## config.mk

```make
export PLATFORM = sky130hd
export DESIGN_NAME = cpc_top
export DESIGN_NICKNAME = d
export VERILOG_FILES = /design/src/include/cpc_pkg.sv /design/src/core/cpc_channel.sv /design/src/core/cpc_top.sv
export SDC_FILE = /design/constraint.sdc
export NUM_CORES = 1
export LEC_CHECK = 0
export BUFFER_PORTS_ARGS = -buffer_cell sky130_fd_sc_hd__buf_2
export CAP_MARGIN = 20
export CELL_PAD_IN_SITES_DETAIL_PLACEMENT = 0
export CELL_PAD_IN_SITES_GLOBAL_PLACEMENT = 1
export CORE_ASPECT_RATIO = 1.1
export CORE_UTILIZATION = 30
export CTS_BUF_LIST = sky130_fd_sc_hd__clkbuf_8
export DETAILED_ROUTE_END_ITERATION = 7
export PLACE_DENSITY_LB_ADDON = 0.1
export SLEW_MARGIN = 20
export SYNTH_ARGS = -nofsm -noshare
export SYNTH_HDL_FRONTEND = slang
export SYNTH_SLANG_ARGS = --single-unit
```

## constraint.sdc

```tcl
create_clock -name clk -period 5.76 [get_ports clk]
set_input_delay 0.576 -clock clk [delete_from_list [all_inputs] [get_ports clk]]
set_output_delay 0.576 -clock clk [all_outputs]
set_load 0.01 [all_outputs]
```

## src/include/cpc_pkg.sv

```systemverilog
// Package for the counter-array PWM cycle configuration slice.
// Holds special-function register addresses, field positions, reset values
// and the cycle-length encoding shared by the top and the channel slice.
package cpc_pkg;

   // ****************************************************************
   // Register addresses on the special-function register bus
   // ****************************************************************
   localparam logic [7:0] ADDR_PWM_CYCLE_CONFIG = 8'hDF;  // Cycle configuration.
   localparam logic [7:0] ADDR_MODE_BASE        = 8'hDA;  // Mode register of channel 0.
   localparam logic [7:0] ADDR_VALUE_LOW_BASE   = 8'hE9;  // Low value byte of channel 0.
   localparam logic [7:0] ADDR_VALUE_STRIDE     = 8'h02;  // Low/high pair per channel.

   // ****************************************************************
   // Field positions of pwm_cycle_config
   // ****************************************************************
   localparam int POS_RELOAD_REG_SELECT = 7;   // Steers value accesses to reload.
   localparam int POS_CYCLE_OVF_IRQ_EN  = 6;   // Interrupt mask of the flag.
   localparam int POS_CYCLE_OVF_FLAG    = 5;   // Sticky cycle overflow flag.
   localparam int POS_CYCLE_LEN_MSB     = 1;   // Cycle length field, high bit.
   localparam int POS_CYCLE_LEN_LSB     = 0;   // Cycle length field, low bit.

   // ****************************************************************
   // Field positions of channel_mode_config
   // ****************************************************************
   localparam int POS_WIDE_PWM_SELECT   = 7;   // 16-bit PWM select.
   localparam int POS_COMPARATOR_ENABLE = 6;   // Comparator function enable.
   localparam int POS_PULSE_MOD_ENABLE  = 1;   // PWM function enable.

   // ****************************************************************
   // Reset values
   // ****************************************************************
   localparam logic [7:0]  RST_PWM_CYCLE_CONFIG = 8'h00;  // All fields clear.
   localparam logic [7:0]  RST_MODE_CONFIG      = 8'h00;  // Channel idle.
   localparam logic [15:0] RST_CHANNEL_VALUE    = 16'h0000; // Compare and reload.
   localparam logic [7:0]  RST_READ_DATA        = 8'h00;  // Idle read bus.

   // ****************************************************************
   // Cycle length encoding
   // ****************************************************************
   typedef enum logic [1:0] {
      CPC_LEN_8  = 2'b00,  // 8-bit cycle.
      CPC_LEN_9  = 2'b01,  // 9-bit cycle.
      CPC_LEN_10 = 2'b10,  // 10-bit cycle.
      CPC_LEN_11 = 2'b11   // 11-bit cycle.
   } cpc_len_t;

   // Mask of the counter bits that form one PWM cycle of the given length.
   function automatic logic [15:0] cpc_len_mask(input cpc_len_t len);
      logic [15:0] m;
      m = 16'h00FF;
      case (len)
         CPC_LEN_8:  m = 16'h00FF;
         CPC_LEN_9:  m = 16'h01FF;
         CPC_LEN_10: m = 16'h03FF;
         CPC_LEN_11: m = 16'h07FF;
         default:    m = 16'h00FF;
      endcase
      return m;
   endfunction : cpc_len_mask

endpackage : cpc_pkg

```

## src/core/cpc_channel.sv

```systemverilog
// One capture/compare channel slice: mode register, compare value, hidden
// reload value and the PWM comparison for 8 to 11-bit and 16-bit cycles.
// Assumes the top decodes the bus and hands it clean one-cycle strobes.
`timescale 1ns/1ps

module cpc_channel
   import cpc_pkg::*;
(
   input  wire logic              clk,
   input  wire logic              rstn,
   input  wire logic              mode_wr,
   input  wire logic              value_low_wr,
   input  wire logic              value_high_wr,
   input  wire logic [7:0]        wdata,
   input  wire logic              sel_reload,
   input  wire cpc_pkg::cpc_len_t cycle_len,
   input  wire logic              cycle_ovf,
   input  wire logic [15:0]       main_counter,
   output logic [7:0]             mode_reg,
   output logic [15:0]            compare_reg,
   output logic [15:0]            reload_reg,
   output logic                   wide_pwm_select,
   output logic                   pwm_out
);
   import cpc_pkg::*;

   // ****************************************************************
   // Decoded mode bits
   // ****************************************************************
   logic        pwm_active;   // Channel runs as a PWM generator.
   logic        short_pwm;    // PWM with 8 to 11-bit cycle.
   logic [15:0] len_mask;     // Counter bits that form one cycle.
   logic        pwm_next;     // Next value of the PWM output.

   assign wide_pwm_select = mode_reg[POS_WIDE_PWM_SELECT];
   assign pwm_active = mode_reg[POS_COMPARATOR_ENABLE] & mode_reg[POS_PULSE_MOD_ENABLE];
   assign short_pwm  = pwm_active & ~wide_pwm_select;
   // ignore cycle length: a wide channel compares all sixteen bits.
   assign len_mask   = wide_pwm_select ? 16'hFFFF : cpc_len_mask(cycle_len);

   // Mode register, written straight from the bus.
   always_ff @(posedge clk) begin
      if (!rstn) begin
         mode_reg <= RST_MODE_CONFIG;
      end else if (mode_wr) begin
         mode_reg <= wdata;
      end
   end

   // Reload value; only reachable while the select bit steers accesses here.
   always_ff @(posedge clk) begin
      if (!rstn) begin
         reload_reg <= RST_CHANNEL_VALUE;
      end else begin
         if (sel_reload && value_low_wr) begin
            reload_reg[7:0] <= wdata;
         end
         if (sel_reload && value_high_wr) begin
            reload_reg[15:8] <= wdata;
         end
      end
   end

   // Compare value. A bus write wins over the cycle-boundary copy so that
   // software never loses a byte it has just written.
   always_ff @(posedge clk) begin
      if (!rstn) begin
         compare_reg <= RST_CHANNEL_VALUE;
      end else begin
         // reload at boundary; other modes skip it; copy on overflow.
         if (cycle_ovf && short_pwm) begin
            compare_reg <= reload_reg;
         end
         if (!sel_reload && value_low_wr) begin
            compare_reg[7:0] <= wdata;
         end
         if (!sel_reload && value_high_wr) begin
            compare_reg[15:8] <= wdata;
         end
      end
   end

   // shared cycle length: the comparison uses only the cycle bits.
   always_comb begin
      pwm_next = 1'b0;
      if (pwm_active) begin
         pwm_next = (main_counter & len_mask) < (compare_reg & len_mask);
      end
   end

   // Registered PWM output so the pin never sees comparator glitches.
   always_ff @(posedge clk) begin
      if (!rstn) begin
         pwm_out <= 1'b0;
      end else begin
         pwm_out <= pwm_next;
      end
   end

endmodule : cpc_channel

```

## src/core/cpc_top.sv

```systemverilog
// Top of the counter-array PWM cycle configuration slice: cycle
// configuration register, overflow detection, channel value steering and
// the read-back path of the special-function register bus.
// Assumes the counter timebase runs on clk and presents its count each cycle.
`timescale 1ns/1ps

module cpc_top
   import cpc_pkg::*;
#(
   parameter int NUM_CHANNELS = 3  // Capture/compare channels served.
)
(
   input  wire logic                      clk,
   input  wire logic                      rstn,
   input  wire logic [7:0]                sfr_addr,
   input  wire logic                      sfr_wr,
   input  wire logic                      sfr_rd,
   input  wire logic [7:0]                sfr_wdata,
   output logic [7:0]                     sfr_rdata,
   output logic                           sfr_rdata_valid,
   input  wire logic [15:0]               array_main_counter,
   output logic                           counter_array_irq_req,
   output logic                           cycle_ovf_pulse,
   output logic [NUM_CHANNELS-1:0]        wide_pwm_select,
   output logic [NUM_CHANNELS-1:0]        pwm_out,
   output logic [NUM_CHANNELS*16-1:0]     channel_compare_value
);
   import cpc_pkg::*;

   // ****************************************************************
   // Elaboration checks
   // ****************************************************************
   // The address map packs low/high value pairs; from a sixth channel on
   // the mode registers would run into the cycle configuration address.
   if (NUM_CHANNELS < 1 || NUM_CHANNELS > 3) begin : g_bad_channels
      $error("cpc_top: NUM_CHANNELS must be 1 to 3");
   end

   // ****************************************************************
   // Configuration register fields
   // ****************************************************************
   logic     reload_reg_select_reg;     // Steers value accesses.
   logic     cycle_ovf_irq_enable_reg;  // Interrupt mask.
   logic     cycle_ovf_flag_reg;        // Sticky overflow flag.
   cpc_len_t cycle_length_field_reg;    // Cycle length code.
   logic     cfg_wr;                    // Write strobe of the config register.

   // ****************************************************************
   // Overflow detection
   // ****************************************************************
   logic [15:0] counter_prev_reg;       // Counter value one cycle earlier.
   logic [15:0] cycle_mask;             // Bits forming one cycle.
   logic        cycle_ovf;              // Overflow of the selected bit.

   // ****************************************************************
   // Per-channel strobes and read-back
   // ****************************************************************
   logic [NUM_CHANNELS-1:0] mode_wr;     // Mode register write.
   logic [NUM_CHANNELS-1:0] low_wr;      // Low value byte write.
   logic [NUM_CHANNELS-1:0] high_wr;     // High value byte write.
   logic [7:0]              ch_mode  [NUM_CHANNELS];  // Mode registers.
   logic [15:0]             ch_cmp   [NUM_CHANNELS];  // Compare values.
   logic [15:0]             ch_rld   [NUM_CHANNELS];  // Reload values.
   logic [7:0]              rd_mux;      // Combinational read selection.

   // Address of a channel's low value byte; high byte sits one above.
   function automatic logic [7:0] low_addr(input int idx);
      return ADDR_VALUE_LOW_BASE + 8'(idx) * ADDR_VALUE_STRIDE;
   endfunction : low_addr

   assign cfg_wr = sfr_wr && (sfr_addr == ADDR_PWM_CYCLE_CONFIG);

   // ****************************************************************
   // Configuration register
   // ****************************************************************

   // Software-owned fields. Bits 4 to 2 have no storage, so writes there
   // vanish and reads return zero.
   always_ff @(posedge clk) begin
      if (!rstn) begin
         reload_reg_select_reg    <= RST_PWM_CYCLE_CONFIG[POS_RELOAD_REG_SELECT];
         cycle_ovf_irq_enable_reg <= RST_PWM_CYCLE_CONFIG[POS_CYCLE_OVF_IRQ_EN];
         cycle_length_field_reg   <= cpc_len_t'(
            RST_PWM_CYCLE_CONFIG[POS_CYCLE_LEN_MSB:POS_CYCLE_LEN_LSB]);
      end else if (cfg_wr) begin
         reload_reg_select_reg    <= sfr_wdata[POS_RELOAD_REG_SELECT];
         cycle_ovf_irq_enable_reg <= sfr_wdata[POS_CYCLE_OVF_IRQ_EN];
         cycle_length_field_reg   <= cpc_len_t'(
            sfr_wdata[POS_CYCLE_LEN_MSB:POS_CYCLE_LEN_LSB]);
      end
   end

   // Sticky overflow flag. Hardware only ever sets it; software may write
   // either value. A hardware set in the same cycle as a software clear
   // wins, so no overflow is ever lost.
   always_ff @(posedge clk) begin
      if (!rstn) begin
         cycle_ovf_flag_reg <= RST_PWM_CYCLE_CONFIG[POS_CYCLE_OVF_FLAG];
      end else if (cycle_ovf) begin
         cycle_ovf_flag_reg <= 1'b1;
      end else if (cfg_wr) begin
         cycle_ovf_flag_reg <= sfr_wdata[POS_CYCLE_OVF_FLAG];
      end
   end

   assign counter_array_irq_req = cycle_ovf_flag_reg & cycle_ovf_irq_enable_reg;

   // ****************************************************************
   // Cycle overflow detection
   // ****************************************************************

   // Keep the previous count to see the selected bit field wrap.
   always_ff @(posedge clk) begin
      if (!rstn) begin
         counter_prev_reg <= RST_CHANNEL_VALUE;
      end else begin
         counter_prev_reg <= array_main_counter;
      end
   end

   assign cycle_mask = cpc_len_mask(cycle_length_field_reg);

   // The field overflows when it goes from all ones to all zeros. A counter
   // that is loaded by software across that pattern also counts as a wrap;
   // that is accepted since the timebase owns its own load discipline.
   // overflow of chosen bit.
   assign cycle_ovf = ((counter_prev_reg & cycle_mask) == cycle_mask)
                   && ((array_main_counter & cycle_mask) == 16'h0000);

   assign cycle_ovf_pulse = cycle_ovf;

   // ****************************************************************
   // Channel address decode and instances
   // ****************************************************************

   // Decode per-channel write strobes from the bus address.
   always_comb begin
      for (int i = 0; i < NUM_CHANNELS; i++) begin
         mode_wr[i] = sfr_wr && (sfr_addr == ADDR_MODE_BASE + 8'(i));
         low_wr[i]  = sfr_wr && (sfr_addr == low_addr(i));
         high_wr[i] = sfr_wr && (sfr_addr == low_addr(i) + 8'h01);
      end
   end

   // One slice per channel; all share the cycle length and overflow event.
   for (genvar g = 0; g < NUM_CHANNELS; g++) begin : g_ch
      cpc_channel u_channel (
         .clk             (clk),
         .rstn            (rstn),
         .mode_wr         (mode_wr[g]),
         .value_low_wr    (low_wr[g]),
         .value_high_wr   (high_wr[g]),
         .wdata           (sfr_wdata),
         .sel_reload      (reload_reg_select_reg),
         .cycle_len       (cycle_length_field_reg),
         .cycle_ovf       (cycle_ovf),
         .main_counter    (array_main_counter),
         .mode_reg        (ch_mode[g]),
         .compare_reg     (ch_cmp[g]),
         .reload_reg      (ch_rld[g]),
         .wide_pwm_select (wide_pwm_select[g]),
         .pwm_out         (pwm_out[g])
      );
      assign channel_compare_value[g*16 +: 16] = ch_cmp[g];
   end

   // ****************************************************************
   // Read-back path
   // ****************************************************************

   // Select the byte to return. Unmapped addresses read zero.
   always_comb begin
      rd_mux = RST_READ_DATA;
      if (sfr_addr == ADDR_PWM_CYCLE_CONFIG) begin
         rd_mux = RST_READ_DATA;
         rd_mux[POS_RELOAD_REG_SELECT] = reload_reg_select_reg;
         rd_mux[POS_CYCLE_OVF_IRQ_EN]  = cycle_ovf_irq_enable_reg;
         rd_mux[POS_CYCLE_OVF_FLAG]    = cycle_ovf_flag_reg;
         rd_mux[POS_CYCLE_LEN_MSB:POS_CYCLE_LEN_LSB] = cycle_length_field_reg;
      end
      for (int i = 0; i < NUM_CHANNELS; i++) begin
         if (sfr_addr == ADDR_MODE_BASE + 8'(i)) begin
            rd_mux = ch_mode[i];
         end
         if (sfr_addr == low_addr(i)) begin
            rd_mux = reload_reg_select_reg ? ch_rld[i][7:0] : ch_cmp[i][7:0];
         end
         if (sfr_addr == low_addr(i) + 8'h01) begin
            rd_mux = reload_reg_select_reg ? ch_rld[i][15:8] : ch_cmp[i][15:8];
         end
      end
   end

   // Registered read data: returned the cycle after the read strobe and
   // held until the next read, so the core can sample it at leisure.
   always_ff @(posedge clk) begin
      if (!rstn) begin
         sfr_rdata       <= RST_READ_DATA;
         sfr_rdata_valid <= 1'b0;
      end else begin
         sfr_rdata_valid <= sfr_rd;
         if (sfr_rd) begin
            sfr_rdata <= rd_mux;
         end
      end
   end

endmodule : cpc_top

```

## After elaboration in Yosys (flattened, before gate mapping)

Index checks and enable logic that the tools add are counted.

| operators by class | value |
|---|---|
| reduce and logical (&&, ||, !) cells | 39 |
| bitwise logic cells | 18 |
| multiplexer cells | 31 |
| $lt $le $gt $ge | 3 |
| equal/unequal tests | 14 |

Operators by type and width:

| kind | count |
|---|---|
| 2-to-1 mux 8 bit | 22 |
| bitwise AND 16 bit | 8 |
| 2-to-1 mux 16 bit | 6 |
| == test 8 bit (second input constant) | 10 |
| case mux 16 bit (4 select lines) | 1 |
| < comparator 16 bit | 3 |
| logical AND 1 bit | 26 |
| == test 16 bit | 1 |
| logical NOT 16 bit | 1 |
| nonzero test 2 bit | 7 |
| bitwise AND 1 bit | 7 |
| AND reduction 2 bit | 3 |
| == test 2 bit (second input constant) | 2 |
| inverter 1 bit | 3 |
| == test 2 x 1 -> 1 bit (second input constant) | 1 |
| logical NOT 2 bit | 1 |
| 2-to-1 mux 1 bit | 2 |
| logical NOT 1 bit | 1 |

| word-level totals | value |
|---|---|
| input port bits | 36 |
| word-level logic and storage cells | 130 |
| flip-flop bits (word level) | 153 |

## Logic depth before layout (Yosys ltp)

Gate-level depths: netlist of run 1.

| logic depth | value |
|---|---|
| word-level depth | 11 |
| mapped depth | 9 |

## By module

From an unflattened synthesis of run 1, not the netlist that was laid out.

| second synthesis, totals | value |
|---|---|
| cell total of the unflattened synthesis | 1,027 |
| area total of the unflattened synthesis | 9,021.2 sq um |

By module, submodules not included:

| module | area each (sq um) | instances | cells each |
|---|---|---|---|
| cpc_channel | 2,172.1 | 3 | 236 |
| cpc_top | 2,504.9 | 1 | 319 |

## Least setup slack after synthesis of run 1

Ideal clock, no wire load.

| path | value |
|---|---|
| kind | register to register |
| from | register g_ch[2].u_channel.mode_reg[7] |
| to | register g_ch[2].u_channel.pwm_out |
| path buffers | 2 |
| library setup time | 0.070 ns |
| stages on the path, launching flop included | 10 |
| setup slack | 3.626 ns |
| data required time | 5.690 ns |
| arrival time | 2.064 ns |
| period minus slack after synthesis | 2.134 ns |
| cells stage by stage | dfxtp_1 -> clkbuf_1 -> clkbuf_1 -> and2_1 -> ha_1 -> a21o_1 -> a21o_1 -> a2111oi_0 -> o21ai_0 -> a21oi_1 |

| on the way | value |
|---|---|
| word-level cells in the longest chain between the ends | 3 |
| elaborated cells between the ends (all ways) | 4 |
| classes of those cells | order compare (1); mux (1); bitwise (2) |

Ends and longest elaborated chain:

| what | line | text |
|---|---|---|
| from (decl) | cpc_channel.sv:19 | `output logic [7:0] mode_reg,` |
| from (signal assigned) | cpc_channel.sv:46 | `mode_reg <= wdata;` |
| 2-to-1 mux 16 bit (*) | cpc_channel.sv:39 | `assign len_mask = wide_pwm_select ? 16'hFFFF : cpc_len_mask(cycle_len);` |
| bitwise AND 16 bit | cpc_channel.sv:87 | `pwm_next = (main_counter & len_mask) < (compare_reg & len_mask);` |
| < comparator 16 bit (*) | cpc_channel.sv:87 |  |
| to (signal assigned) | cpc_channel.sv:96 | `pwm_out <= pwm_next;` |
| to (decl) | cpc_channel.sv:23 | `output logic pwm_out` |

Mark *: on every way between the ends. The rest lies on a longest branch, timed or not.
A chain may end at the register's enable or synchronous reset.

## Worst setup path after layout of run 1

| path | value |
|---|---|
| from | register reload_reg_select_reg |
| to | register sfr_rdata[1] |

| on the way | value |
|---|---|
| word-level cells in the longest chain between the ends | 9 |
| elaborated cells between the ends (all ways) | 14 |
| classes of those cells | mux (14) |

Ends and longest elaborated chain:

| what | line | text |
|---|---|---|
| from (decl) | cpc_top.sv:42 | `logic reload_reg_select_reg;` |
| from (signal assigned) | cpc_top.sv:81 | `reload_reg_select_reg <= RST_PWM_CYCLE_CONFIG[POS_RELOAD_REG_SELECT];` |
| from (signal assigned) | cpc_top.sv:86 | `reload_reg_select_reg <= sfr_wdata[POS_RELOAD_REG_SELECT];` |
| 2-to-1 mux 8 bit | cpc_top.sv:186 | `rd_mux = reload_reg_select_reg ? ch_rld[i][7:0] : ch_cmp[i][7:0];` |
| 2-to-1 mux 8 bit | cpc_top.sv:185 | `if (sfr_addr == low_addr(i)) begin` |
| 2-to-1 mux 8 bit | cpc_top.sv:188 | `if (sfr_addr == low_addr(i) + 8'h01) begin` |
| 2-to-1 mux 8 bit | cpc_top.sv:182 | `if (sfr_addr == ADDR_MODE_BASE + 8'(i)) begin` |
| 2-to-1 mux 8 bit | cpc_top.sv:185 |  |
| 2-to-1 mux 8 bit | cpc_top.sv:188 |  |
| 2-to-1 mux 8 bit | cpc_top.sv:182 |  |
| 2-to-1 mux 8 bit | cpc_top.sv:185 |  |
| 2-to-1 mux 8 bit (*) | cpc_top.sv:188 |  |
| to (signal assigned) | cpc_top.sv:203 | `sfr_rdata <= rd_mux;` |
| to (decl) | cpc_top.sv:19 | `output logic [7:0] sfr_rdata,` |

Marks and branches as above.

==> results of run 1 <==
kinds of logic after synthesis:
| kind of cell | synth area share [%] |
|---|---|
| mux | 15.8 |
| flops | 33.3 |
| compound gates | 20.7 |
| simple gates | 18.3 |
| fa+ha+maj | 6.33 |
| buf+inv | 5.61 |
stage by stage:
stage	hold slack (ns)	setup WS (ns)	cell area, µm²
final	0.376	3.02	9950
after global routing	0.373	2.84	9950
after CTS	0.359	3.03	9950
after detailed placement	0.466	2.83	9530
after global placement	0.464	2.80	9530
after floorplan	0.445	3.63	8900
cell type report:
class / count / area share [%]
multi-input combinational: 755 / 54.7
clock inverter: 10 / 1.57
sequential: 148 / 29.8
clock buffer: 19 / 2.63
timing repair buffer: 107 / 5.56
tap: 368 / 4.63
inverter: 31 / 1.17
layer usage:
metal | GRT usage [%] | wire (µm)
met3 | 3.73 | 1460
met2 | 36.4 | 15700
met1 | 32.3 | 16800
met4 | 6.07 | 599
met5 | 0 | 0
critical path, delay by kind of cell, from the launching register on:
family          cells  cell delay (ns)
compound gates      2             0.64
flops               1             0.81
buf+inv             2             0.63
simple gates        1             0.10
mux                 1             0.43
placed cells by master (no fill, tap or decap), types with 4 or more instances in the layout:
cell,Yosys,final
a21o_1,11,11
inv_1,30,30
a2bb2oi_1,5,5
nand2b_1,14,14
buf_4,10,7
mux2i_1,117,117
o31ai_1,8,8
a21boi_0,18,18
and3b_1,6,6
o21ai_0,91,91
nor2b_1,28,28
o22ai_1,11,11
bufinv_16,0,4
clkbuf_8,0,19
a2111oi_0,5,5
and3_1,4,4
nand4_1,15,15
buf_2,21,100
nand3_1,18,18
and2_1,28,28
a21oi_1,66,66
a41oi_1,5,5
ha_1,45,45
a32oi_1,5,5
mux2_2,11,11
nand2_1,84,84
nor2_1,51,51
mux4_2,5,5
o21ai_1,11,11
nor3_4,4,4
clkinv_2,0,4
o2bb2ai_1,10,10
nor4_1,6,6
o21a_1,16,16
dfxtp_1,148,147
power by group through the flow:
stage               sequential [mW]  combinational (mW)  clock, mW
floorplan                      1.05              0.0861          0
global placement               1.05               0.157          0
detailed placement             1.05               0.156          0
CTS                            1.03               0.157      0.932
global route                   1.03               0.169      0.973
finish                         1.03               0.157      0.911
cells in the mapped netlist, types with 15 or more instances:
| master | number | area (µm²) |
|---|---|---|
| ha_1 | 45 | 563 |
| a21boi_0 | 18 | 135 |
| clkbuf_1 | 41 | 154 |
| o21ai_0 | 91 | 455 |
| a21oi_1 | 66 | 330 |
| nand2_1 | 84 | 315 |
| buf_2 | 21 | 105 |
| and2_1 | 28 | 175 |
| nor2_1 | 51 | 191 |
| o21a_1 | 16 | 120 |
| nor2b_1 | 28 | 175 |
| nand4_1 | 15 | 93.8 |
| dfxtp_1 | 148 | 2960 |
| mux2i_1 | 117 | 1170 |
| inv_1 | 30 | 113 |
| nand3_1 | 18 | 90.1 |
worst min-delay path by stage:
stage / slack, ns / cells after the start / to / startpoint
after global routing: 0.37 / 2 / counter_prev_reg[9]$_SDFF_PN0_ / array_main_counter[9]
after CTS: 0.36 / 2 / counter_prev_reg[0]$_SDFF_PN0_ / array_main_counter[0]
after detailed placement: 0.47 / 2 / cycle_ovf_irq_enable_reg$_SDFFE_PN0P_ / cycle_ovf_irq_enable_reg$_SDFFE_PN0P_
after global placement: 0.46 / 2 / cycle_ovf_irq_enable_reg$_SDFFE_PN0P_ / cycle_ovf_irq_enable_reg$_SDFFE_PN0P_
final: 0.38 / 2 / counter_prev_reg[0]$_SDFF_PN0_ / array_main_counter[0]
after floorplan: 0.44 / 2 / cycle_ovf_irq_enable_reg$_SDFFE_PN0P_ / cycle_ovf_irq_enable_reg$_SDFFE_PN0P_
==> flow_summary.yaml, run 1 <==
sta:
  grt_setup_unrepaired: "false"
  setup_tns_ns: 0
  period_needed_ns: 2.74
  min_period_over_period_pct: 47.5
  final_hold_viol_count: 0
  fmax_mhz: 365
  finalSetupViolCount: 0
  max-slew-margin-rel_pct: 29.9
  tightestPinTransition_ns: 1.05
  slew_viol_final: 0
  fin_worst_skew_ns: 0.0126
placement:
  gp_congestion: 0.821
  numPortBuffers: 100
  dp_hpwl_um: 25000
  dp.cells: 1409
outcome:
  outcome: "finished with violations"
  failed_checks: "DRC"
finish:
  seq_area_um2: 2960
  fin_nets: 1141
  diodes: 0
  multi_input_area_um2: 5440
  fin_util_pct: 34.4
  drive_gt1_share_pct: 16.9
  stdcell_count: 1438
  area_growth_pct: 11.8
  fillCellCount: 3075
floorplan:
  start_util_pct: 30.7
  io_pins: 101
  core_area_um2: 29000
  rows: 65
  die_w_um: 166
  die-area_um2: 30400
  die_y_um: 183
clock_network:
  cts-root-buf: "clkbuf_8"
  cts_buffers: 17
  cts.sinks: 148
  cts_max_level: 4
  cts_tree: "built"
  clkTransAtPathRegs_ns: 0.09
  cts_resized: 0
  clk_latency_ns: 0.47
  ctsLongestPathBuffers: 2
  postCtsHoldBufs: 0
  post_cts_buffers: 0
yosys:
  synth.distinct_cells: 75
  synth_edf_count: 0
  synth_seq_area_share_pct: 33.3
  synthArstFlopShare_pct: 0
  yosys_warnings: 0
  ys_ff_latch: 148
  syn_area_um2: 8900
  syn_nets: 1092
  synthFlopType: "dfxtp_1"
  syn_avg_cell_area_um2: 8.80
  synthCells: 1011
setup_path:
  crit_path_max_incr_delay_ns: 0.81
  startpoint: "reload_reg_select_reg$_SDFFE_PN0P_"
  worstReg2RegEnd: "sfr_rdata[1]$_SDFFE_PN0P_"
  r2r-start: "reload_reg_select_reg$_SDFFE_PN0P_"
  worstPathMaxFanout: 29
  endpoint: "sfr_rdata[1]$_SDFFE_PN0P_"
  worstSetupPathType: "flip-flop to flip-flop"
  slowest_stage: "dfxtp_2"
  arrival_ns: 3.09
  startpoint_type: "flip-flop"
  ff2ff_path_depth: 6
  crit_chain: "buf_4, mux2_2, a41oi_1, inv_1, a2111oi_0, nor2_1"
  r2r_slack_ns: 3.02
  crit_required_ns: 6.11
  worst_setup_path_end_kind: "flip-flop"
power_and_ir_drop:
  seqPwrFrac_pct: 49.1
  switching_share_pct: 25.7
  p_int_mw: 1.56
  combPwrFrac_pct: 7.5
  irDropWorstVdd_uv: 96.4
  leakage_nw: 4.06
  clock_power_share_pct: 43.4
  p_total_mw: 2.10
  powerDensity_nw_per_um2: 211
  switchingPower_uw: 539
global_routing:
  grt_pass1_wl_um: 50900
  grt.total_usage_pct: 23.0
  antenna_found_initial: 1
  grt_pass1_vias: 7413
  grt_max_degree: 41
  globalRouteOverflowTotal: 0
job:
  maxCapViolCount: 0
drt:
  vias_per_cell: 5.39
  drc_errors: 8
  drt_iter0_drc: 706
  firstDrtPassIters: 7
  drt-total-wl_um: 34500
  wl_per_cell_um: 24.0
  antenna_left: 0
  num_vias: 7752
min_path:
  min_path_type: "input pin to flip-flop"
No activity file was read; power rests on OpenSTA's default activity.
==> inputs of run 2 (changes only) <==
==> constraint.sdc (replaced) <==
create_clock -name clk -period 2.4 [get_ports clk]
set_input_delay 0.24 -clock clk [delete_from_list [all_inputs] [get_ports clk]]
set_output_delay 0.24 -clock clk [all_outputs]
set_load 0.01 [all_outputs]
==> run 2 against run 1 <==
Against the previous run:
- wire length grew 1.3%
- die area is the same
- largest power group unchanged
- the run still ends with DRC left
- final cell count rose by 3.8%
- final area up 4.4%
- sequential power grew 140%
- via count up 1.5%
- critical path depth shrank 1
- flip-flop and latch count unchanged
- register-to-register slack got worse by 2.8 ns
- sequential share of layout area shrank 1.2 points
- highest routed layer unchanged
- utilization up 1.5 points
==> flow_summary.yaml, run 2 (synthesis gave the netlist of run 1 again) <==
finish:
  fillCellCount: 3084
  mostFrequentLayoutCells: "dfxtp_1, mux2i_1, buf_2, o21ai_0, nand2_1"
  fin_util_pct: 35.9
  fin_nets: 1193
  stdcell_count: 1493
  final_common_cell: "dfxtp_1"
  drive_gt1_share_pct: 20.9
  diodes: 0
  area_growth_pct: 16.7
sta:
  fmax_mhz: 452
  finalSetupViolCount: 0
  fin_worst_skew_ns: 0.0214
  max-slew-margin-rel_pct: 46.2
  period_needed_ns: 2.21
  min_period_over_period_pct: 92.2
  grt_setup_unrepaired: "false"
  final_hold_viol_count: 0
  setup_tns_ns: 0
  tightestPinTransition_ns: 0.807
  slew_viol_final: 0
setup_path:
  worstPathMaxFanout: 7
  path_buf_inv: 3
  cp_top_family: "buffers and inverters"
  crit_required_ns: 2.16
  worst_setup_path_end_kind: "output pin"
  worstSetupPathType: "flip-flop to output pin"
  startpoint_type: "flip-flop"
  arrival_ns: 1.97
  crit_chain: "buf_4, inv_1, o2111ai_1, nor2_1, buf_2"
  slowest_stage: "dfxtp_1"
  crit_path_max_incr_delay_ns: 0.38
clock_network:
  post_cts_buffers: 0
  clkTransAtPathRegs_ns: 0.10
  clk_latency_ns: 0.48
  cts_buffers: 17
  cts_tree: "built"
  cts_max_level: 4
  ctsLongestPathBuffers: 2
  cts-root-buf: "clkbuf_8"
  cts.sinks: 148
global_routing:
  grt_max_degree: 41
  gr-usage-met1_pct: 33.4
  grt.total_usage_pct: 23.3
  antenna_found_initial: 0
  grtUsageMet2_pct: 37.0
  grt_busiest_layer: "met2"
  grt_use_met3_pct: 3.19
  globalRouteOverflowTotal: 0
  grt_pass1_wl_um: 51900
  grt_pass1_vias: 7811
floorplan:
  die_w_um: 166
  die_y_um: 183
  start_util_pct: 30.7
  rows: 65
  die-area_um2: 30400
  core_area_um2: 29000
  io_pins: 101
power_and_ir_drop:
  irDropWorstVdd_uv: 258
  leakage_nw: 4.33
  p_total_mw: 4.96
  powerDensity_nw_per_um2: 477
drt:
  wl_per_cell_um: 23.4
  firstDrtPassIters: 7
  drt_iter0_drc: 487
  drc_errors: 8
  antenna_left: 0
  drt-total-wl_um: 35000
  num_vias: 7866
  vias_per_cell: 5.27
placement:
  numPortBuffers: 100
  gp_congestion: 0.837
  dp.cells: 1461
  dp_hpwl_um: 26200
outcome:
  failed_checks: "DRC"
  outcome: "finished with violations"
job:
  maxCapViolCount: 0
min_path:
  min_path_type: "input pin to flip-flop"
==> run 2: cell count changes in the layout (fill, tap and decap cells not counted), moves of 2 or more <==
cell,change
inv_1,+2
clkinvlp_4,+3
buf_4,+48
buf_12,+4
==> run 2: where the power goes <==
part           leakage [nW]  internal, mW  switching (mW)
combinational          2.93         0.121           0.269
clock                 0.204          1.05            1.05
sequential             1.20          2.47         0.00605
total                  4.33          3.63            1.32
==> run 2: per-stage QoR <==
step	hold WS, ns	instance area [µm²]	setup slack (ns)
2_1_floorplan	0.362	8900	0.266
3_3_place_gp	0.471	9970	0.103
3_5_place_dp	0.482	9970	0.126
4_1_cts	0.0157	10400	0.0810
5_1_grt	0.0416	10400	0.102
6_report	0.0424	10400	0.187
==> run 2: metal layers <==
metal | part of all wire (%) | routed length, µm | vias up
met4 | 1.2 | 408 | 0
met3 | 3.6 | 1260 | 20
met2 | 45 | 15600 | 172
met5 | 0 | 0 | -
li1 | - | - | 3849
met1 | 51 | 17700 | 3825
==> run 2: final timing paths <==
kind                                                                endpoint  cells after the start  slack (ns)                                         start
worst max-delay path                                         cycle_ovf_pulse                      5        0.19        cycle_length_field_reg[1]$_SDFFE_PN0P_
worst min-delay path                          counter_prev_reg[9]$_SDFF_PN0_                      2        0.04                         array_main_counter[9]
worst max register to register          g_ch[2].u_channel.pwm_out$_SDFF_PN0_                      7        0.21    g_ch[2].u_channel.mode_reg[7]$_SDFFE_PN0P_
worst min register to register  g_ch[2].u_channel.reload_reg[0]$_SDFFE_PN0P_                      2        0.50  g_ch[2].u_channel.reload_reg[0]$_SDFFE_PN0P_
==> run 2: worst reg2reg max path: stages (launching register included) <==
cell	delay [ns]
dfxtp_1	0.50
buf_4	0.29
and2_1	0.17
ha_1	0.25
a21o_1	0.16
a2111oi_0	0.47
o21ai_0	0.16
a21oi_1	0.14
==> run 2: final cells by class <==
| type | instances | area [µm²] | share of cell area [%] |
|---|---|---|---|
| Inverter | 31 | 116 | 1.12 |
| Sequential cell | 148 | 2970 | 28.6 |
| Clock inverter | 14 | 160 | 1.54 |
| Multi-Input combinational cell | 755 | 5440 | 52.4 |
| Timing Repair Buffer | 159 | 993 | 9.57 |
| Clock buffer | 18 | 248 | 2.39 |
| Tap cell | 368 | 460 | 4.43 |
==> run 2: timing repair <==
item | in CTS | in global routing
hold buffers | 0 | 0
resized for setup | 0 | 2
endpoints found under the setup margin | 0 | 16
